===== src/hdl/seew_defines.svh =====
// Timing and protocol constants for the serial EEPROM write slave
`ifndef SEEW_DEFINES_SVH
`define SEEW_DEFINES_SVH

`define SEEW_CLK_MHZ 25
`define SEEW_WR_TIME_MS 4
`define SEEW_WR_CYCLES (`SEEW_WR_TIME_MS * 1000 * `SEEW_CLK_MHZ)
`define SEEW_FILT_NS 50
`define SEEW_CLK_NS 40
`define SEEW_FILT_CYCLES ((`SEEW_FILT_NS + `SEEW_CLK_NS - 1) / `SEEW_CLK_NS)
`define SEEW_TYPE_CODE_DEFAULT 4'h5
`define SEEW_ADDR_W 13
`define SEEW_PAGE_BYTES 32
`define SEEW_BIT_CNT_RST 4'h0

`endif


===== src/hdl/seew_pkg.sv =====
// Types for the serial EEPROM write slave
package seew_pkg;
	typedef enum logic [2:0] {
		ST_IDLE,
		ST_DEVADDR,
		ST_ADDR_HI,
		ST_ADDR_LO,
		ST_DATA,
		ST_IGNORE
	} seew_state_t;
endpackage


===== src/hdl/seew_slave.sv =====
// I2C write slave front end of a 64-Kb serial EEPROM
`timescale 1ns/1ns
`default_nettype none
`include "seew_defines.svh"
// Overview of operation
// - Power-on reset puts device in standby
// - Sample SDA on SCL rise, drive after fall
// - Address select bits must match strap pins
// - Write protect high at the first data byte refuses all writes of that frame
// - SDA held steady while SCL high
// - Falling SDA with SCL high is START
// - Rising SDA with SCL high is STOP
// - Address byte: type code, straps, direction
// - Receiver acknowledges on ninth clock
// - Byte write: address, two pointers, data, STOP
// - STOP starts write cycle, no acknowledge
// - Page buffer takes up to 32 bytes
// - In-page address wraps, page fixed
// - Whole page committed in one cycle
// - Filter short pulses on SCL and SDA
// - Write protect sampled before first data byte
module seew_slave #(
	parameter int WR_CYCLES = `SEEW_WR_CYCLES,
	parameter logic [3:0] TYPE_CODE = `SEEW_TYPE_CODE_DEFAULT // Arbitrary value
) (
	input wire logic clk,
	input wire logic rstn,
	input wire logic scl_in,
	input wire logic sda_in,
	output logic sda_out,
	output logic sda_oe,
	input wire logic strap_select_bit0,
	input wire logic strap_select_bit1,
	input wire logic strap_select_bit2,
	input wire logic write_protect,
	output logic write_busy,
	output logic commit_pulse,
	output logic [7:0] commit_page,
	output logic [31:0] commit_mask,
	output logic [255:0] commit_data
);
	import seew_pkg::*;

	logic scl_f;
	logic sda_f;
	logic scl_d_ff;
	logic sda_d_ff;
	logic [2:0] strap_m_ff;
	logic [2:0] strap_ff;
	logic wp_m_ff;
	logic wp_ff;
	seew_state_t state_ff;
	seew_state_t nxt_state;
	logic [3:0] bit_ff;
	logic [3:0] nxt_bit;
	logic [7:0] shift_ff;
	logic [7:0] nxt_shift;
	logic ack_ff;
	logic nxt_ack;
	logic drive_ff;
	logic nxt_drive;
	logic [12:0] ptr_ff;
	logic [12:0] nxt_ptr;
	logic [7:0] mem_ff [`SEEW_PAGE_BYTES];
	logic [31:0] mask_ff;
	logic [31:0] nxt_mask;
	logic wp_lat_ff;
	logic nxt_wp_lat;
	logic [23:0] wr_cnt_ff;
	logic [23:0] nxt_wr_cnt;
	logic busy_ff;
	logic nxt_busy;
	logic commit_ff;
	logic nxt_commit;
	logic [7:0] cpage_ff;
	logic [7:0] nxt_cpage;
	logic wr_en;
	logic [4:0] wr_idx;
	logic scl_rise;
	logic scl_fall;
	logic start_c;
	logic stop_c;
	logic byte_done;

	seew_glitch_filter u_scl_filt (.clk(clk), .rstn(rstn), .pin_in(scl_in), .level_out(scl_f));
	seew_glitch_filter u_sda_filt (.clk(clk), .rstn(rstn), .pin_in(sda_in), .level_out(sda_f));

	assign scl_rise = scl_f && !scl_d_ff;
	assign scl_fall = !scl_f && scl_d_ff;
	assign start_c = scl_f && scl_d_ff && sda_d_ff && !sda_f;
	assign stop_c = scl_f && scl_d_ff && !sda_d_ff && sda_f;
	assign byte_done = scl_fall && (bit_ff == 4'h8);

	always_comb begin
		nxt_state = state_ff;
		nxt_bit = bit_ff;
		nxt_shift = shift_ff;
		nxt_ack = ack_ff;
		nxt_drive = drive_ff;
		nxt_ptr = ptr_ff;
		nxt_mask = mask_ff;
		nxt_wp_lat = wp_lat_ff;
		nxt_wr_cnt = wr_cnt_ff;
		nxt_busy = busy_ff;
		nxt_commit = 1'b0;
		nxt_cpage = cpage_ff;
		wr_en = 1'b0;
		wr_idx = ptr_ff[4:0];
		if (busy_ff) begin
			nxt_wr_cnt = wr_cnt_ff - 24'h1;
			if (wr_cnt_ff == 24'h1) begin
				nxt_busy = 1'b0;
				nxt_commit = 1'b1;
			end
		end
		if (start_c) begin
			nxt_state = ST_DEVADDR;
			nxt_bit = `SEEW_BIT_CNT_RST;
			nxt_drive = 1'b0;
		end else if (stop_c) begin
			nxt_state = ST_IDLE;
			nxt_drive = 1'b0;
			if (state_ff == ST_DATA && mask_ff != 32'h0 && !busy_ff) begin
				nxt_busy = 1'b1;
				nxt_wr_cnt = 24'(WR_CYCLES);
				nxt_cpage = ptr_ff[12:5];
			end
		end else if (state_ff != ST_IDLE && state_ff != ST_IGNORE) begin
			if (scl_rise && bit_ff < 4'h8) begin
				nxt_shift = {shift_ff[6:0], sda_f};
				nxt_bit = bit_ff + 4'h1;
			end else if (scl_rise && bit_ff == 4'h8) begin
				nxt_bit = 4'h9;
			end
			if (byte_done) begin
				nxt_ack = 1'b0;
				unique case (state_ff)
					ST_DEVADDR: begin
						if (shift_ff[7:4] == TYPE_CODE && shift_ff[3:1] == strap_ff
							&& !shift_ff[0] && !busy_ff) begin
							nxt_ack = 1'b1;
							nxt_state = ST_ADDR_HI;
						end else begin
							nxt_state = ST_IGNORE;
						end
					end
					ST_ADDR_HI: begin
						nxt_ack = 1'b1;
						nxt_ptr = {shift_ff[4:0], ptr_ff[7:0]};
						nxt_state = ST_ADDR_LO;
					end
					ST_ADDR_LO: begin
						nxt_ack = 1'b1;
						nxt_ptr = {ptr_ff[12:8], shift_ff};
						nxt_mask = 32'h0;
						nxt_state = ST_DATA;
					end
					ST_DATA: begin
						if (wp_lat_ff) begin
							nxt_state = ST_IGNORE;
							nxt_mask = 32'h0;
						end else begin
							nxt_ack = 1'b1;
							wr_en = 1'b1;
							nxt_mask = mask_ff | (32'h1 << ptr_ff[4:0]);
							nxt_ptr = {ptr_ff[12:5], ptr_ff[4:0] + 5'h1};
						end
					end
					default: nxt_state = ST_IGNORE;
				endcase
				nxt_drive = nxt_ack;
			end else if (scl_fall && bit_ff == 4'h9) begin
				nxt_drive = 1'b0;
				nxt_bit = `SEEW_BIT_CNT_RST;
				// Strobed once, at the fall just ahead of the first data byte
				if (state_ff == ST_DATA && mask_ff == 32'h0) begin
					nxt_wp_lat = wp_ff;
				end
				if (!ack_ff) begin
					nxt_state = ST_IGNORE;
				end
			end
		end
	end

	always_ff @(posedge clk or negedge rstn) begin
		if (!rstn) begin
			scl_d_ff <= 1'b1;
			sda_d_ff <= 1'b1;
			strap_m_ff <= 3'h0;
			strap_ff <= 3'h0;
			wp_m_ff <= 1'b0;
			wp_ff <= 1'b0;
			state_ff <= ST_IDLE;
			bit_ff <= `SEEW_BIT_CNT_RST;
			shift_ff <= 8'h00;
			ack_ff <= 1'b0;
			drive_ff <= 1'b0;
			ptr_ff <= 13'h0000;
			mask_ff <= 32'h0;
			wp_lat_ff <= 1'b0;
			wr_cnt_ff <= 24'h0;
			busy_ff <= 1'b0;
			commit_ff <= 1'b0;
			cpage_ff <= 8'h00;
		end else begin
			scl_d_ff <= scl_f;
			sda_d_ff <= sda_f;
			strap_m_ff <= {strap_select_bit2, strap_select_bit1, strap_select_bit0};
			strap_ff <= strap_m_ff;
			wp_m_ff <= write_protect;
			wp_ff <= wp_m_ff;
			state_ff <= nxt_state;
			bit_ff <= nxt_bit;
			shift_ff <= nxt_shift;
			ack_ff <= nxt_ack;
			drive_ff <= nxt_drive;
			ptr_ff <= nxt_ptr;
			mask_ff <= nxt_mask;
			wp_lat_ff <= nxt_wp_lat;
			wr_cnt_ff <= nxt_wr_cnt;
			busy_ff <= nxt_busy;
			commit_ff <= nxt_commit;
			cpage_ff <= nxt_cpage;
		end
	end

	// Page buffer, no reset needed on data
	always_ff @(posedge clk) begin
		if (wr_en) begin
			mem_ff[wr_idx] <= shift_ff;
		end
	end

	genvar gi;
	generate
		for (gi = 0; gi < `SEEW_PAGE_BYTES; gi++) begin : g_out
			assign commit_data[gi*8 +: 8] = mem_ff[gi];
		end
	endgenerate

	assign sda_out = 1'b0;
	assign sda_oe = drive_ff;
	assign write_busy = busy_ff;
	assign commit_pulse = commit_ff;
	assign commit_page = cpage_ff;
	assign commit_mask = mask_ff;

	wr_busy_ack_a: assert property (@(posedge clk) disable iff (!rstn)
		busy_ff && state_ff == ST_DEVADDR && byte_done |=> !drive_ff)
		else $error("ack given during write cycle");
	stop_launch_a: assert property (@(posedge clk) disable iff (!rstn)
		stop_c && state_ff == ST_DATA && mask_ff != 32'h0 && !busy_ff |=> busy_ff)
		else $error("stop did not start write");
	wp_refuse_a: assert property (@(posedge clk) disable iff (!rstn)
		byte_done && state_ff == ST_DATA && wp_lat_ff |=> !drive_ff && state_ff == ST_IGNORE)
		else $error("protected byte acknowledged");
	mismatch_quiet_a: assert property (@(posedge clk) disable iff (!rstn)
		state_ff == ST_IGNORE |-> !drive_ff)
		else $error("sda driven while ignoring");
	start_detect_a: assert property (@(posedge clk) disable iff (!rstn)
		start_c |=> state_ff == ST_DEVADDR && bit_ff == 4'h0)
		else $error("start not detected");
	stop_idle_a: assert property (@(posedge clk) disable iff (!rstn)
		stop_c |=> state_ff == ST_IDLE && !drive_ff)
		else $error("stop not honoured");
	page_wrap_a: assert property (@(posedge clk) disable iff (!rstn)
		wr_en |=> ptr_ff[12:5] == $past(ptr_ff[12:5]))
		else $error("page address moved");
	ack_release_a: assert property (@(posedge clk) disable iff (!rstn)
		scl_fall && bit_ff == 4'h9 |=> !drive_ff)
		else $error("ack not released");
	commit_end_a: assert property (@(posedge clk) disable iff (!rstn)
		busy_ff && wr_cnt_ff == 24'h1 |=> commit_ff && !busy_ff)
		else $error("commit missing");
	idle_quiet_a: assert property (@(posedge clk) disable iff (!rstn)
		state_ff == ST_IDLE |-> !drive_ff)
		else $error("sda driven when idle");

	cov_page_c: cover property (@(posedge clk) disable iff (!rstn) wr_en && ptr_ff[4:0] == 5'h1F);
	cov_commit_c: cover property (@(posedge clk) disable iff (!rstn) commit_ff);
	cov_wp_c: cover property (@(posedge clk) disable iff (!rstn) wp_lat_ff && byte_done);
endmodule
`default_nettype wire


===== src/hdl/seew_glitch_filter.sv =====
// Two-flop synchroniser and pulse filter for one bus input
`timescale 1ns/1ns
`default_nettype none
`include "seew_defines.svh"
module seew_glitch_filter (
	input wire logic clk,
	input wire logic rstn,
	input wire logic pin_in,
	output logic level_out
);
	logic meta_ff;
	logic sync_ff;
	logic [1:0] cnt_ff;
	logic lvl_ff;
	logic [1:0] nxt_cnt;
	logic nxt_lvl;

	// Level only follows after it holds longer than the filter limit
	always_comb begin
		nxt_cnt = 2'h0;
		nxt_lvl = lvl_ff;
		if (sync_ff != lvl_ff) begin
			nxt_cnt = cnt_ff + 2'h1;
			if (cnt_ff >= 2'(`SEEW_FILT_CYCLES)) begin
				nxt_lvl = sync_ff;
				nxt_cnt = 2'h0;
			end
		end
	end

	always_ff @(posedge clk or negedge rstn) begin
		if (!rstn) begin
			meta_ff <= 1'b1;
			sync_ff <= 1'b1;
			cnt_ff <= 2'h0;
			lvl_ff <= 1'b1;
		end else begin
			meta_ff <= pin_in;
			sync_ff <= meta_ff;
			cnt_ff <= nxt_cnt;
			lvl_ff <= nxt_lvl;
		end
	end

	assign level_out = lvl_ff;
endmodule
`default_nettype wire


===== config.mk =====
export PLATFORM = sky130hd
export DESIGN_NAME = seew_slave
export DESIGN_NICKNAME = d
export VERILOG_FILES = /design/src/hdl/seew_pkg.sv /design/src/hdl/seew_slave.sv /design/src/hdl/seew_glitch_filter.sv
export VERILOG_INCLUDE_DIRS = /design/src /design/src/hdl
export SDC_FILE = /design/constraint.sdc
export NUM_CORES = 1
export LEC_CHECK = 0
export BUFFER_PORTS_ARGS = -buffer_cell sky130_fd_sc_hd__buf_2
export CAP_MARGIN = 10
export CORE_UTILIZATION = 30
export DETAILED_ROUTE_END_ITERATION = 10
export PLACE_DENSITY = 0.56
export SYNTH_ARGS = -nofsm -noshare
export SYNTH_HDL_FRONTEND = slang
export SYNTH_HIERARCHICAL = 1
export SYNTH_SLANG_ARGS = --single-unit
export TNS_END_PERCENT = 100

===== constraint.sdc =====
create_clock -name clk -period 4.8 [get_ports clk]
set_input_delay 0.48 -clock clk [delete_from_list [all_inputs] [get_ports clk]]
set_output_delay 0.48 -clock clk [all_outputs]
set_load 0.02 [all_outputs]

# Yosys cells after proc, flatten, opt, wreduce, memory -nomap -nowiden
# Memory sizes are Yosys's and may differ from the RTL's.
# Index checks and enable logic that the tools add are counted.
# Widths: inputs -> output; s select.
classes:
  add_sub_neg: 5
  n_lt_le_gt_ge: 3
  eq_ne: 16
  shifts: 1
  mux: 50
  n_bitwise: 7
  reduce_logical: 45
ops:
  columns: ["operator", "n"]
  rows:
  - ["$mux 24", 4]
  - ["$pmux 32 s2", 1]
  - ["$pmux 13 s3", 1]
  - ["$logic_not 32->1", 1]
  - ["$mux 32", 1]
  - ["$or 32x32->32", 1]
  - ["$reduce_bool 32->1", 1]
  - ["$shl 1x5->32 const A", 1]
  - ["$mux 4", 7]
  - ["$eq 24x1->1 const B", 1]
  - ["$mux 3", 8]
  - ["$sub 24x1->24 const B", 1]
  - ["$mux 1", 21]
  - ["$reduce_and 7->1", 3]
  - ["$logic_and 1x1->1", 18]
  - ["$pmux 3 s4", 1]
  - ["$reduce_and 4->1", 3]
  - ["$eq 4x4->1 const B", 2]
  - ["$mux 2", 4]
  - ["$reduce_and 2->1", 4]
  - ["$eq 3x2->1 const B", 2]
  - ["$logic_not 1->1", 6]
  - ["$not 1->1", 6]
  - ["$reduce_and 6->1", 1]
  - ["22 further kinds", 28]
word_totals:
  reg_bits: 117
  ramBits: 256
  in_bits: 8
  out_inout_bits: 300
  word_cells: 156
  memories: 1
memory_table:
  columns: ["memory", "depth", "word_bits", "rd", "rd_clocked_by_memory_dff", "wr", "line_no", "text"]
  rows:
  - ["mem_ff", 32, 8, 32, 0, 1, "seew_slave.sv:64", "logic [7:0] mem_ff [`SEEW_PAGE_BYTES];"]

# Longest topological paths before layout
# Gate-level depths: netlist of run 1.
logic_depth:
  word_depth: 10
  mapped_depth: 7
  ltp_nobuf: 6

# Hierarchy
# Netlist of run 1, hierarchy kept.
modules_own_cells:
  columns: ["mod", "instances", "cells_each", "area_per_inst_um2", "seq_area_each_um2"]
  rows:
  - ["seew_slave", 1, 763, 12963.7, 10367.4]
  - ["seew_glitch_filter", 2, 9, 166.4, 128.9]

# Worst setup path before layout of run 1
# No wires, ideal clock.
synth_path:
  path_type: "flip-flop to flip-flop"
  start: "register bit_ff[0]"
  end: "memory mem_ff[7][0] (enable)"
  setup_ns: 0.383
  arrival_time_ns: 2.109
  t_required_ns: 4.417
  slack_ns: 2.307
  stages_incl_launch_ff: 8
  n_path_buf: 1
  synth_period_minus_slack_ns: 2.493
  cell_sequence: "dfrtp_1 inv_1 ha_1 clkbuf_1 inv_2 nor3_2 nand3_1 nor3_1"
synth_via:
  elab_chain_len: 8
synth_lines:
  columns: ["element", "line_no", "text"]
  rows:
  - ["start: declaration", "seew_slave.sv:54", "logic [3:0] bit_ff;"]
  - ["start signal: assignment", "seew_slave.sv:195", "bit_ff <= `SEEW_BIT_CNT_RST;"]
  - ["start signal: assignment", "seew_slave.sv:214", "bit_ff <= nxt_bit;"]
  - ["$eq 4x4->1", "seew_slave.sv:92", "assign byte_done = scl_fall && (bit_ff == 4'h8);"]
  - ["$logic_and 1x1->1", "seew_slave.sv:92", null]
  - ["$mux 1", "seew_slave.sv:135", "if (byte_done) begin"]
  - ["$mux 1", "seew_slave.sv:128", "end else if (state_ff != ST_IDLE && state_ff != ST_IGNORE) begin"]
  - ["$mux 1", "seew_slave.sv:120", "end else if (stop_c) begin"]
  - ["$mux 1", "seew_slave.sv:116", "if (start_c) begin"]
  - ["$mux 1", "seew_slave.sv:230", "if (wr_en) begin"]
  - ["$mux 1 (not written as such)", "seew_slave.sv:231", "mem_ff[wr_idx] <= shift_ff;"]
  - ["end: declaration", "seew_slave.sv:64", null]
# No other way between the ends.

# Final worst setup path of run 1
layout_path:
  start: "register state_ff[1]"
  end: "memory mem_ff[20][7] (enable)"
layout_via:
  elab_chain_len: 8
  elab_cells_between_ends: 11
  cone_classes: "eq/ne: 2; mux: 7; reduce/logical: 2"
layout_lines:
  columns: ["element", "line_no", "text"]
  rows:
  - ["start: declaration", "seew_slave.sv:52", "seew_state_t state_ff;"]
  - ["start signal: assignment", "seew_slave.sv:213", "state_ff <= nxt_state;"]
  - ["$eq 3x3->1", "seew_slave.sv:137", "unique case (state_ff)"]
  - ["$mux 1", "seew_slave.sv:137", null]
  - ["$mux 1", "seew_slave.sv:135", null]
  - ["$mux 1 *", "seew_slave.sv:128", null]
  - ["$mux 1 *", "seew_slave.sv:120", null]
  - ["$mux 1 *", "seew_slave.sv:116", null]
  - ["$mux 1 *", "seew_slave.sv:230", null]
  - ["$mux 1 (not written as such) *", "seew_slave.sv:231", null]
# Every way passes the cells marked *; elsewhere a longest branch is shown, timed or not.

==> metrics.txt, run 1 <==
# TYPE chip_impl_metric gauge
chip_impl_metric{name="cts_resized",unit=""} 0
chip_impl_metric{name="hold_path_depth",unit=""} 1
chip_impl_metric{name="max_slew_margin",unit=""} 0.288
chip_impl_metric{name="design_area",unit="um^2"} 17000
chip_impl_metric{name="gpl.final_weighted_congestion",unit=""} 0.816
chip_impl_metric{name="clk-insertion-delay-late",unit="ns"} 0.56
chip_impl_metric{name="tightestPinTransition",unit="ns"} 1.06
chip_impl_metric{name="syn-instance-count",unit=""} 781
chip_impl_metric{name="iteration_count_of_the_initial_detailed_routing_pass",unit=""} 4
chip_impl_info{name="most-common-layout-cells",value="sky130_fd_sc_hd__buf_2 (305), sky130_fd_sc_hd__edfxtp_1 (256), sky130_fd_sc_hd__dfrtp_1 (109)"} 1
chip_impl_metric{name="numCtsBuffers",unit=""} 40
chip_impl_metric{name="initial_utilization",unit=""} 0.307
chip_impl_metric{name="vias",unit=""} 8041
chip_impl_metric{name="slew_violations",unit=""} 0
chip_impl_metric{name="clock_power_share",unit=""} 0.395
chip_impl_metric{name="finalNetCount",unit=""} 1147
chip_impl_info{name="hold_path_class",value="input pin to flip-flop"} 1
chip_impl_metric{name="final-hold-violation-count",unit=""} 0
chip_impl_metric{name="postSynthAreaPerCell",unit="um^2"} 17.0
chip_impl_metric{name="p_sw_frac",unit=""} 0.252
chip_impl_metric{name="synth_async_sr_flop_share",unit=""} 0.314
chip_impl_metric{name="final.hold.worst_slack",unit="ns"} 0.0366
chip_impl_info{name="rr_endpoint",value="mem_ff[20][7]"} 1
chip_impl_info{name="critPathSlowestCell",value="sky130_fd_sc_hd__nor2_1"} 1
chip_impl_metric{name="stdcell_count",unit=""} 1744
chip_impl_metric{name="areaGrowthSynthToFinish",unit="%"} 27.5
chip_impl_metric{name="yosys_reg_bits",unit=""} 373
chip_impl_metric{name="postRouteWirelength",unit="um"} 36500
chip_impl_info{name="postSynth.topFlopCell",value="sky130_fd_sc_hd__edfxtp_1"} 1
chip_impl_metric{name="synth-edff-count",unit=""} 256
chip_impl_metric{name="worst_r2r_path_depth",unit=""} 4
chip_impl_metric{name="power_frac_seq",unit=""} 0.497
chip_impl_metric{name="insertedDiodeCount",unit=""} 0
chip_impl_metric{name="power.density",unit="nW/um^2"} 468
chip_impl_metric{name="wl_met3",unit="um"} 3110
chip_impl_info{name="clock-root-buffer",value="sky130_fd_sc_hd__clkbuf_16"} 1
chip_impl_metric{name="grt_antenna_before_repair",unit=""} 0
chip_impl_metric{name="timing.critical_path.buf_inv",unit=""} 0
chip_impl_metric{name="ys.warnings.count",unit=""} 6
chip_impl_metric{name="design.portCount",unit=""} 308
chip_impl_metric{name="setup-violations-final",unit=""} 0
chip_impl_metric{name="clock_sinks",unit=""} 373
chip_impl_info{name="rsz0062_at_grt",value="false"} 1
chip_impl_metric{name="final.setup.tns",unit="ns"} 0
chip_impl_metric{name="wl_met2",unit="um"} 18200
chip_impl_metric{name="timing.critical_path.arrival",unit="ns"} 3.20
chip_impl_metric{name="place.detailed.instances",unit=""} 1666
chip_impl_info{name="worst_setup_path_start_kind",value="flip-flop"} 1
chip_impl_metric{name="die-area",unit="um^2"} 45200
chip_impl_info{name="worstSetupPathType",value="flip-flop to flip-flop"} 1
chip_impl_info{name="worstReg2RegStart",value="state_ff[1]"} 1
chip_impl_info{name="hold_end",value="strap_m_ff[0]"} 1
chip_impl_metric{name="max_cap_viol_count",unit=""} 0
chip_impl_metric{name="dp_wirelength",unit="um"} 24300
chip_impl_metric{name="cts_max_level",unit=""} 2
chip_impl_metric{name="final_layout_size_suffix_gt1_frac",unit=""} 0.379
chip_impl_metric{name="wl_met1",unit="um"} 14600
chip_impl_metric{name="fin_util",unit=""} 0.391
chip_impl_info{name="path_delay_family",value="simple AND/OR/NAND/NOR gates"} 1
chip_impl_metric{name="clock.fmax",unit="MHz"} 331
chip_impl_metric{name="crit_fanout",unit=""} 13
chip_impl_metric{name="dieWidth",unit="um"} 213
chip_impl_metric{name="netlist-cell-type-count",unit=""} 70
chip_impl_metric{name="mappedNetlistNets",unit=""} 800
chip_impl_metric{name="post_route_minimum_period",unit="ns"} 3.02
chip_impl_info{name="critical_path_end_type",value="flip-flop"} 1
chip_impl_metric{name="core_area",unit="um^2"} 43400
chip_impl_metric{name="violation_count_after_the_first_detailed_routing_iteration",unit=""} 502
chip_impl_metric{name="dieHeight",unit="um"} 213
chip_impl_metric{name="p_int",unit="uW"} 5930
chip_impl_info{name="route.top_layer_used",value="met4"} 1
chip_impl_metric{name="layout_worst_path_cycle_share",unit=""} 0.630
chip_impl_metric{name="leakage_power_total",unit="uW"} 0.00692
chip_impl_metric{name="grt_usage",unit=""} 0.158
chip_impl_metric{name="cp.required",unit="ns"} 4.98
chip_impl_metric{name="route.antenna.remaining_nets",unit=""} 0
chip_impl_metric{name="grt_pass1_wl",unit="um"} 51900
chip_impl_metric{name="path_clk_slew",unit="ns"} 0.06
chip_impl_metric{name="final.setup_skew",unit="ns"} 0.0297
chip_impl_metric{name="switching_power",unit="uW"} 2000
chip_impl_metric{name="wl_per_cell",unit="um"} 20.9
chip_impl_metric{name="numPortBuffers",unit=""} 306
chip_impl_metric{name="cts-root-to-sink-buffers",unit=""} 3
chip_impl_info{name="clock_tree_from_tritoncts",value="done"} 1
chip_impl_metric{name="grt_max_degree",unit=""} 45
chip_impl_info{name="status",value="completed"} 1
chip_impl_metric{name="std_cell_rows",unit=""} 76
chip_impl_metric{name="post-route-drc-count",unit=""} 0
chip_impl_metric{name="maximum_single_stage_delay_on_the_critical_path",unit="ns"} 0.70
chip_impl_metric{name="setup.reg_to_reg.worst_slack",unit="ns"} 1.78
chip_impl_metric{name="yosysSeqAreaShare",unit=""} 0.799
chip_impl_metric{name="grt_pass1_vias",unit=""} 7875
chip_impl_metric{name="placement.cell_area",unit="um^2"} 15600
chip_impl_info{name="hold_start",value="strap_select_bit0"} 1
chip_impl_metric{name="comb_power_share",unit=""} 0.108
chip_impl_info{name="final_common_cell",value="sky130_fd_sc_hd__buf_2"} 1
chip_impl_metric{name="vdd.ir_drop.worst",unit="V"} 0.000228
chip_impl_metric{name="syn_area",unit="um^2"} 13300
chip_impl_metric{name="global_route.overflow_total",unit=""} 0
chip_impl_info{name="cells_along_the_critical_path",value="or4b_1 -> nor3_2 -> nand2_1 -> nor2_1"} 1
chip_impl_metric{name="routed_via_density",unit=""} 4.61
==> layout make-up <==
type,instances,area [um^2]
timing repair buffer,324,1680
clock buffer,50,1090
sequential,373,10600
fill,4084,26400
multi-input combinational,376,2510
clock inverter,23,259
tap,585,732
inverter,13,48.8
==> kinds of logic (layout without fill, tap and decap cells) <==
family | after synthesis | in the layout | synth area share
xor+xnor | 20 | 20 | 0.0132
compound gates | 104 | 104 | 0.0554
simple gates | 213 | 213 | 0.0869
mux | 27 | 27 | 0.0229
other cells | 1 | 1 | 0.000282
buf+inv | 32 | 410 | 0.0119
flops | 373 | 373 | 0.799
fa+ha+maj | 11 | 11 | 0.0104
==> power by group through the flow <==
stage / clock network (uW) / registers (uW) / logic, uW
after floorplan: 0 / 4130 / 270
after global placement: 0 / 4000 / 888
after detailed placement: 0 / 4000 / 882
after CTS: 3200 / 3940 / 893
after global routing: 3310 / 3960 / 934
final: 3130 / 3940 / 857
==> flip-flops by register name (all words and copies together), names as in the netlist, 4 cells and up <==
register / count
mem_ff: 256
wr_cnt_ff: 24
commit_page: 8
shift_ff: 8
commit_mask: 32
ptr_ff: 13
bit_ff: 4
==> Yosys cell counts, drive strengths merged (10+ instances only) <==
library cell  number  area [um^2]
buf               12         82.6
o21ai             16         83.8
edfxtp           256         7690
nor3              14         91.3
dfrtp            109         2730
nand3             15         75.1
mux2              27          304
a21oi             31          159
nor4              14          118
nor2              86          325
nand2             29          109
ha                11          138
or3               10         63.8
inv               13         48.8
xor2              13          114
a31oi             19          119
==> worst max path at each step <==
stage / to / slack [ns] / depth (start not counted) / from
CTS: mem_ff[6][6] / 1.75 / 4 / state_ff[1]
detailed placement: mem_ff[7][2] / 1.76 / 4 / state_ff[1]
finish: mem_ff[20][7] / 1.78 / 4 / state_ff[1]
floorplan: mem_ff[7][0] / 2.31 / 7 / bit_ff[0]
global placement: mem_ff[20][1] / 1.83 / 4 / state_ff[1]
global route: mem_ff[7][1] / 1.52 / 4 / state_ff[1]
==> routing by layer <==
layer | vias up | global-route usage
li1 | 3644 | -
met1 | 4051 | 0.184
met2 | 304 | 0.276
met3 | 42 | 0.0516
met4 | 0 | 0.0454
met5 | - | 0
==> stage by stage <==
step	worst slack, ns	total power, uW
after floorplan	2.31	4400
after global placement	1.83	4890
after detailed placement	1.76	4890
after CTS	1.75	8030
after global routing	1.52	8200
final	1.78	7930
==> timing repair <==
item / in CTS / in global routing
endpoints found under the setup margin: 0 / 0
endpoints found under the hold margin: 40 / 0
hold buffers: 5 / 0
buffers inserted: 0 / 0
No activity file was read; power rests on OpenSTA's default activity.
==> run 2, diff against run 1 <==
- ABC_AREA: default -> 1
- PLACE_DENSITY: 0.56 -> 0.57
- clock period: 4.8 -> 2.5 ns (I/O delays scaled with it)
==> run 2 against run 1 <==
  * Cell count increased by 17%
  * Area after synthesis rose by 2.3%
  * Sequential share of layout area decreased by 2.3 points
  * Clock power up 81%
  * Combinational power increased by 60%
  * Non-clock buffer count up 53
  * Critical path depth is 4 higher
  * Maximum frequency up 38%
  * Hold slack better by 0.19 ns
  * First-iteration DRC count is 13% higher
  * Highest routed layer unchanged
==> metrics.txt, run 2 <==
# TYPE chip_impl_metric gauge
chip_impl_info{name="status",value="completed"} 1
chip_impl_info{name="critPathSlowestCell",value="sky130_fd_sc_hd__dfrtp_1"} 1
chip_impl_metric{name="layout.filler_cells",unit=""} 4242
chip_impl_info{name="critical_path_end_type",value="flip-flop"} 1
chip_impl_metric{name="route.antenna.remaining_nets",unit=""} 0
chip_impl_metric{name="path_clk_slew",unit="ns"} 0.06
chip_impl_info{name="clock-root-buffer",value="sky130_fd_sc_hd__clkbuf_16"} 1
chip_impl_info{name="synth_area_leader_cell",value="sky130_fd_sc_hd__edfxtp_1"} 1
chip_impl_metric{name="cts-root-to-sink-buffers",unit=""} 3
chip_impl_metric{name="fin_util",unit=""} 0.395
chip_impl_metric{name="postRouteWirelength",unit="um"} 39400
chip_impl_metric{name="cts_max_level",unit=""} 2
chip_impl_metric{name="tightestPinTransition",unit="ns"} 0.730
chip_impl_metric{name="synth_top_cell_area_share",unit=""} 0.565
chip_impl_metric{name="cts_resized",unit=""} 0
chip_impl_metric{name="final-hold-violation-count",unit=""} 0
chip_impl_metric{name="grt_max_degree",unit=""} 40
chip_impl_metric{name="synth-edff-count",unit=""} 256
chip_impl_metric{name="final.setup_skew",unit="ns"} 0.0146
chip_impl_metric{name="core_area",unit="um^2"} 44500
chip_impl_metric{name="violation_count_after_the_first_detailed_routing_iteration",unit=""} 565
chip_impl_metric{name="dp_wirelength",unit="um"} 27500
chip_impl_metric{name="final_layout_size_suffix_gt1_frac",unit=""} 0.322
chip_impl_metric{name="finalNetCount",unit=""} 1430
chip_impl_info{name="final_common_cell",value="sky130_fd_sc_hd__buf_2"} 1
chip_impl_info{name="most-common-layout-cells",value="sky130_fd_sc_hd__buf_2 (305), sky130_fd_sc_hd__edfxtp_1 (256), sky130_fd_sc_hd__nand2_1 (183)"} 1
chip_impl_metric{name="ys.warnings.count",unit=""} 6
chip_impl_metric{name="grt_pass1_wl",unit="um"} 58000
chip_impl_info{name="cells_along_the_critical_path",value="inv_1 -> ha_1 -> nand3_1 -> nor2_4 -> nand2_1 -> buf_4 -> nor3_1 -> buf_4"} 1
chip_impl_metric{name="largest_register_ff_count",unit=""} 256
chip_impl_metric{name="clk-insertion-delay-late",unit="ns"} 0.54
chip_impl_metric{name="vdd.ir_drop.worst",unit="V"} 0.000402
chip_impl_metric{name="leakage_power_total",unit="uW"} 0.00772
chip_impl_metric{name="grt_antenna_before_repair",unit=""} 0
chip_impl_metric{name="grt_usage",unit=""} 0.168
chip_impl_metric{name="iteration_count_of_the_initial_detailed_routing_pass",unit=""} 5
chip_impl_info{name="synth_most_common_cell",value="sky130_fd_sc_hd__edfxtp_1"} 1
chip_impl_metric{name="max_cap_viol_count",unit=""} 0
chip_impl_metric{name="slew_violations",unit=""} 0
chip_impl_metric{name="vias",unit=""} 9073
chip_impl_info{name="postSynth.topFlopCell",value="sky130_fd_sc_hd__edfxtp_1"} 1
chip_impl_info{name="synthTopCellsByCount",value="sky130_fd_sc_hd__edfxtp_1 (256), sky130_fd_sc_hd__nand2_1 (183), sky130_fd_sc_hd__nor2_1 (150)"} 1
chip_impl_metric{name="grt_pass1_vias",unit=""} 9049
chip_impl_metric{name="post-cts-setup-buffer-count",unit=""} 0
chip_impl_metric{name="syn-instance-count",unit=""} 1010
chip_impl_metric{name="dieWidth",unit="um"} 215
chip_impl_metric{name="numCtsBuffers",unit=""} 39
chip_impl_metric{name="synth_async_sr_flop_share",unit=""} 0.314
chip_impl_metric{name="postSynthAreaPerCell",unit="um^2"} 13.5
chip_impl_metric{name="gpl.final_weighted_congestion",unit=""} 0.835
chip_impl_metric{name="clock.fmax",unit="MHz"} 457
chip_impl_info{name="hold_path_class",value="input pin to async pin"} 1
chip_impl_info{name="worstSetupPathType",value="flip-flop to flip-flop"} 1
chip_impl_metric{name="crit_fanout",unit=""} 17
chip_impl_info{name="synth_top_cells_by_area",value="sky130_fd_sc_hd__edfxtp_1 (57%), sky130_fd_sc_hd__dfrtp_1 (20%), sky130_fd_sc_hd__nand2_1 (5.1%)"} 1
chip_impl_info{name="timing.critical_path.mode_cell",value="sky130_fd_sc_hd__buf_4"} 1
chip_impl_metric{name="initial_utilization",unit=""} 0.306
chip_impl_metric{name="die-area",unit="um^2"} 46200
chip_impl_info{name="clock_tree_from_tritoncts",value="done"} 1
chip_impl_metric{name="yosysSeqAreaShare",unit=""} 0.781
chip_impl_metric{name="std_cell_rows",unit=""} 77
chip_impl_metric{name="design.portCount",unit=""} 308
chip_impl_metric{name="setup-violations-final",unit=""} 0
chip_impl_metric{name="layout_worst_path_cycle_share",unit=""} 0.875
chip_impl_metric{name="wl_per_cell",unit="um"} 19.4
chip_impl_metric{name="power.density",unit="nW/um^2"} 818
chip_impl_metric{name="insertedDiodeCount",unit=""} 0
chip_impl_metric{name="netlist-cell-type-count",unit=""} 40
chip_impl_info{name="worst_setup_path_start_kind",value="flip-flop"} 1
chip_impl_metric{name="max_slew_margin",unit=""} 0.513
chip_impl_info{name="largest-register",value="mem_ff"} 1
chip_impl_metric{name="final.setup.tns",unit="ns"} 0
chip_impl_metric{name="timing.critical_path.arrival",unit="ns"} 2.43
chip_impl_metric{name="numPortBuffers",unit=""} 306
chip_impl_metric{name="global_route.overflow_total",unit=""} 0
chip_impl_info{name="path_delay_family",value="simple AND/OR/NAND/NOR gates"} 1
chip_impl_info{name="rsz0062_at_grt",value="false"} 1
chip_impl_metric{name="yosys_reg_bits",unit=""} 373
chip_impl_metric{name="final.hold.worst_slack",unit="ns"} 0.225
chip_impl_metric{name="cp.required",unit="ns"} 2.74
chip_impl_metric{name="routed_via_density",unit=""} 4.46
chip_impl_metric{name="syn_area",unit="um^2"} 13600
chip_impl_metric{name="areaGrowthSynthToFinish",unit="%"} 29.3
chip_impl_metric{name="timing.critical_path.buf_inv",unit=""} 3
chip_impl_metric{name="post_route_minimum_period",unit="ns"} 2.19
chip_impl_metric{name="dieHeight",unit="um"} 215
chip_impl_metric{name="clock_sinks",unit=""} 373
chip_impl_metric{name="mappedNetlistNets",unit=""} 1029
chip_impl_metric{name="post-route-drc-count",unit=""} 0
chip_impl_metric{name="maximum_single_stage_delay_on_the_critical_path",unit="ns"} 0.41
## run 2: cell types whose count changed after synthesis, sizes merged, moves of 6 or more
cell / change
nand3: +20
a31oi: -19
nor2: +69
o21ai: +10
o21a: -6
nor2b: -8
inv: +78
nor4: -13
or3: -10
mux2: -26
a21oi: +12
nand2: +158
nor3: +15
## run 2: area by class of cell
| cell class | count | area, um^2 | share of cell area |
|---|---|---|---|
| repair buffers | 377 | 2100 | 0.119 |
| clock inverters | 19 | 174 | 0.00989 |
| multi-input cells | 529 | 2520 | 0.143 |
| well taps | 592 | 741 | 0.0421 |
| inverters | 91 | 344 | 0.0196 |
| flip-flops and latches | 373 | 10600 | 0.604 |
| clock buffers | 52 | 1090 | 0.0618 |
## run 2: cell families after synthesis
| family | count (synthesis) | synth area share |
|---|---|---|
| AO/OA/AOI/OAI | 81 | 0.0335 |
| XOR/XNOR | 10 | 0.00644 |
| adder cells (fa/ha/maj) | 11 | 0.0101 |
| buffers and inverters | 108 | 0.0335 |
| flip-flops | 373 | 0.781 |
| multiplexers | 1 | 0.000828 |
| other | 1 | 0.000276 |
| AND/OR/NAND/NOR | 425 | 0.134 |
## run 2: routing by layer
layer	track usage	up-vias	wire (um)
met5	0	-	0
met4	0.0610	0	1330
met3	0.0392	67	2640
met2	0.291	337	19500
met1	0.203	4440	15900
li1	-	4229	-
## run 2: repair_timing
item,4_1_cts,5_1_grt
hold buffers,7,0
endpoints found under the setup margin,0,0
hold endpoints to repair,31,0
## run 2: power by group
group	leakage [uW]	internal [uW]	switching [uW]
sequential	0.00397	7170	175
clock	0.000619	3290	2380
combinational	0.00314	292	1080
total	0.00772	10800	3640
## run 2: worst register-to-register path, delay by kind of cell (launching register included)
family	cells	cell delay, ns
flops	1	0.41
simple gates	4	0.76
fa+ha+maj	1	0.21
buf+inv	3	0.52
## run 2: worst paths after layout
| kind | startpoint | endpoint | slack, ns | cells past startpoint |
|---|---|---|---|---|
| max | bit_ff[0] | mem_ff[17][2] | 0.31 | 8 |
| min | rstn | strap_m_ff[0] | 0.23 | 2 |
| max reg2reg | bit_ff[0] | mem_ff[17][2] | 0.31 | 8 |
| min reg2reg | wp_m_ff | wp_ff | 0.36 | 0 |
| max in group asynchronous | rstn | scl_d_ff | 1.60 | 3 |
| min in group clk | wp_m_ff | wp_ff | 0.36 | 0 |
## run 2: stage by stage
| step | power (uW) | area (um^2) | std cells | setup slack [ns] |
|---|---|---|---|---|
| after floorplan | 8120 | 13600 | 1010 | 0.161 |
| after global placement | 8870 | 16300 | 1955 | 0.349 |
| after detailed placement | 8860 | 16300 | 1955 | 0.307 |
| final | 14400 | 17600 | 2033 | 0.311 |
| after global routing | 14900 | 17600 | 2033 | 0.113 |
| after CTS | 14500 | 17600 | 2033 | 0.302 |
==> run 3, diff against run 2 <==
--- a/config.mk
+++ b/config.mk
@@ -13,4 +13,5 @@
 export DETAILED_ROUTE_END_ITERATION = 10
 export PLACE_DENSITY = 0.57
+export RECOVER_POWER = 25
 export SYNTH_ARGS = -nofsm -noshare
 export SYNTH_HDL_FRONTEND = slang
==> constraint.sdc (replaced) <==
create_clock -name clk -period 2.5 [get_ports clk]
set_input_delay 0.5 -clock clk [delete_from_list [all_inputs] [get_ports clk]]
set_output_delay 0.5 -clock clk [all_outputs]
set_load 0.02 [all_outputs]
==> run 3 against run 2 <==
  * The run now ends with capacitance limit, slew limit left
  * Maximum frequency fell by 0.54%
  * Die area did not move
  * Count of clock-buffer cells in the layout increased by 3
  * Sequential share of layout area down 0.15 points
  * First-iteration DRC count rose by 4.2%
  * Total power up 3.7%
  * Register-to-register slack is essentially flat
  * Largest power group unchanged
==> metrics.txt, run 3 (same netlist as run 2, synthesis figures left out) <==
# TYPE chip_impl_metric gauge
chip_impl_metric{name="grt_antenna_before_repair",unit=""} 0
chip_impl_metric{name="setup-violations-final",unit=""} 0
chip_impl_metric{name="largest_register_ff_count",unit=""} 256
chip_impl_metric{name="wl_per_cell",unit="um"} 19.3
chip_impl_metric{name="numPortBuffers",unit=""} 306
chip_impl_metric{name="dieWidth",unit="um"} 215
chip_impl_metric{name="cts_max_level",unit=""} 2
chip_impl_metric{name="max_cap_viol_count",unit=""} 1
chip_impl_metric{name="core_area",unit="um^2"} 44500
chip_impl_metric{name="grt_usage",unit=""} 0.168
chip_impl_metric{name="cts-root-to-sink-buffers",unit=""} 3
chip_impl_info{name="worst_setup_path_start_kind",value="flip-flop"} 1
chip_impl_info{name="largest-register",value="mem_ff"} 1
chip_impl_metric{name="clock_sinks",unit=""} 373
chip_impl_metric{name="std_cell_rows",unit=""} 77
chip_impl_metric{name="design.portCount",unit=""} 308
chip_impl_metric{name="vias",unit=""} 8972
chip_impl_info{name="clock-root-buffer",value="sky130_fd_sc_hd__clkbuf_16"} 1
chip_impl_info{name="violations_in_the_final_reports",value="capacitance limit, slew limit"} 1
chip_impl_metric{name="vdd.ir_drop.worst",unit="V"} 0.000464
chip_impl_metric{name="grt_max_degree",unit=""} 42
chip_impl_metric{name="slew_violations",unit=""} 25
chip_impl_metric{name="placement.cell_area",unit="um^2"} 16200
chip_impl_metric{name="max_slew_margin",unit=""} -0.0302
chip_impl_info{name="critPathSlowestCell",value="sky130_fd_sc_hd__dfrtp_1"} 1
chip_impl_metric{name="multi_input_area",unit="um^2"} 2520
chip_impl_metric{name="numCtsBuffers",unit=""} 41
chip_impl_info{name="critical_path_end_type",value="flip-flop"} 1
chip_impl_info{name="status",value="finished with violations"} 1
chip_impl_metric{name="timing.critical_path.arrival",unit="ns"} 2.46
chip_impl_metric{name="layout.filler_cells",unit=""} 4259
chip_impl_metric{name="final.setup.tns",unit="ns"} 0
chip_impl_info{name="hold_start",value="strap_select_bit2"} 1
chip_impl_metric{name="clock.fmax",unit="MHz"} 454
chip_impl_info{name="worstSetupPathType",value="flip-flop to flip-flop"} 1
chip_impl_info{name="rsz0062_at_grt",value="false"} 1
chip_impl_metric{name="global_route.overflow_total",unit=""} 0
chip_impl_metric{name="dp_wirelength",unit="um"} 27500
chip_impl_metric{name="iteration_count_of_the_initial_detailed_routing_pass",unit=""} 5
chip_impl_metric{name="layout_worst_path_cycle_share",unit=""} 0.880
chip_impl_info{name="critPathLaunch",value="bit_ff[0]"} 1
chip_impl_metric{name="post_route_minimum_period",unit="ns"} 2.20
chip_impl_metric{name="areaGrowthSynthToFinish",unit="%"} 29.6
chip_impl_metric{name="post-cts-setup-buffer-count",unit=""} 0
chip_impl_metric{name="finalNetCount",unit=""} 1425
chip_impl_metric{name="total_power",unit="uW"} 14900
chip_impl_metric{name="initial_utilization",unit=""} 0.306
chip_impl_metric{name="grt_pass1_wl",unit="um"} 57300
chip_impl_metric{name="final.setup_skew",unit="ns"} 0.0151
chip_impl_metric{name="dieHeight",unit="um"} 215
chip_impl_metric{name="cts_resized",unit=""} 0
chip_impl_metric{name="leakage_power_total",unit="uW"} 0.00772
chip_impl_metric{name="die-area",unit="um^2"} 46200
chip_impl_info{name="worstReg2RegStart",value="bit_ff[0]"} 1
chip_impl_metric{name="post-route-drc-count",unit=""} 0
chip_impl_metric{name="crit_fanout",unit=""} 17
chip_impl_info{name="hold_path_class",value="input pin to flip-flop"} 1
chip_impl_metric{name="grt_pass1_vias",unit=""} 8752
chip_impl_metric{name="path_clk_slew",unit="ns"} 0.06
chip_impl_metric{name="cp.required",unit="ns"} 2.76
chip_impl_metric{name="tightestPinTransition",unit="ns"} 1.55
chip_impl_metric{name="seqCellArea",unit="um^2"} 10600
chip_impl_metric{name="postRouteWirelength",unit="um"} 39200
chip_impl_info{name="cells_along_the_critical_path",value="inv_1 -> ha_1 -> nand3_1 -> nor2_4 -> nand2_1 -> buf_4 -> nor3_1 -> buf_4"} 1
chip_impl_metric{name="final.hold.worst_slack",unit="ns"} 0.0509
chip_impl_info{name="timing.critical_path.mode_cell",value="sky130_fd_sc_hd__buf_4"} 1
chip_impl_metric{name="violation_count_after_the_first_detailed_routing_iteration",unit=""} 589
chip_impl_metric{name="insertedDiodeCount",unit=""} 0
chip_impl_metric{name="clk-insertion-delay-late",unit="ns"} 0.55
chip_impl_metric{name="routed_via_density",unit=""} 4.42
chip_impl_info{name="most-common-layout-cells",value="sky130_fd_sc_hd__buf_2 (304), sky130_fd_sc_hd__edfxtp_1 (256), sky130_fd_sc_hd__nand2_1 (183)"} 1
chip_impl_info{name="clock_tree_from_tritoncts",value="done"} 1
chip_impl_metric{name="design_area",unit="um^2"} 17600
chip_impl_info{name="final_common_cell",value="sky130_fd_sc_hd__buf_2"} 1
chip_impl_metric{name="final-hold-violation-count",unit=""} 0
chip_impl_metric{name="route.antenna.remaining_nets",unit=""} 0
chip_impl_metric{name="final_layout_size_suffix_gt1_frac",unit=""} 0.316
chip_impl_metric{name="gpl.final_weighted_congestion",unit=""} 0.838
chip_impl_metric{name="power.density",unit="nW/um^2"} 847
chip_impl_metric{name="maximum_single_stage_delay_on_the_critical_path",unit="ns"} 0.41
==> run 3: cell types whose count changed in the layout (fill, tap and decap cells not counted), moves of 2 or more <==
cell / previous run / this run
sky130_fd_sc_hd__buf_4: 64 / 53
sky130_fd_sc_hd__clkbuf_1: 8 / 16
sky130_fd_sc_hd__dlygate4sd3_1: 7 / 1
sky130_fd_sc_hd__clkbuf_2: 0 / 4
sky130_fd_sc_hd__clkinv_2: 8 / 4
sky130_fd_sc_hd__bufinv_16: 2 / 5
sky130_fd_sc_hd__clkbuf_16: 40 / 43
sky130_fd_sc_hd__clkinv_4: 1 / 4
sky130_fd_sc_hd__dfstp_1: 0 / 3
sky130_fd_sc_hd__dfstp_2: 8 / 5
sky130_fd_sc_hd__clkinv_1: 2 / 4
==> run 3: routing by layer <==
metal	track usage	routed length, um	up-vias
met1	0.205	16500	4414
met4	0.0483	869	0
met5	0	0	-
met3	0.0422	2390	42
li1	-	-	4215
met2	0.293	19500	301
==> run 3: final cells by class <==
type | count | area share
inverter | 91 | 0.0195
clock inverter | 21 | 0.0143
tap | 592 | 0.0420
clock buffer | 55 | 0.0653
timing repair buffer | 370 | 0.113
sequential | 373 | 0.603
multi-input combinational | 529 | 0.143
==> run 3: power by group <==
part	switching (uW)	internal (uW)	total (uW)
Sequential	159	7180	7340
Clock	2450	3780	6220
Combinational	1110	252	1360
==> run 3: worst paths after layout <==
kind | end | slack (ns) | cells past startpoint
setup / recovery | mem_ff[9][0] | 0.30 | 8
hold / removal | strap_m_ff[2] | 0.05 | 1
setup reg to reg | mem_ff[9][0] | 0.30 | 8
hold reg to reg | strap_ff[2] | 0.35 | 0
max in group asynchronous | scl_d_ff | 0.88 | 3
min in group asynchronous | strap_m_ff[1] | 0.71 | 2
==> run 3: what timing repair did <==
action                                 in CTS  in global routing
setup endpoints to repair                   0                  0
hold buffers                                1                  0
endpoints found under the hold margin      32                  0
==> run 3: per-stage QoR <==
stage,util,setup WS (ns),cells
after detailed placement,0.365,0.275,1954
final,0.396,0.300,2031
after global routing,0.396,0.0871,2031
after global placement,0.365,0.352,1954
after floorplan,-,0.161,1010
after CTS,0.397,0.273,2031
==> run 3: worst max-delay path, delay by kind of cell, from the launching register on <==
| family | cells | cell delay (ns) |
|---|---|---|
| simple gates | 4 | 0.73 |
| fa+ha+maj | 1 | 0.22 |
| buf+inv | 3 | 0.55 |
| flops | 1 | 0.41 |
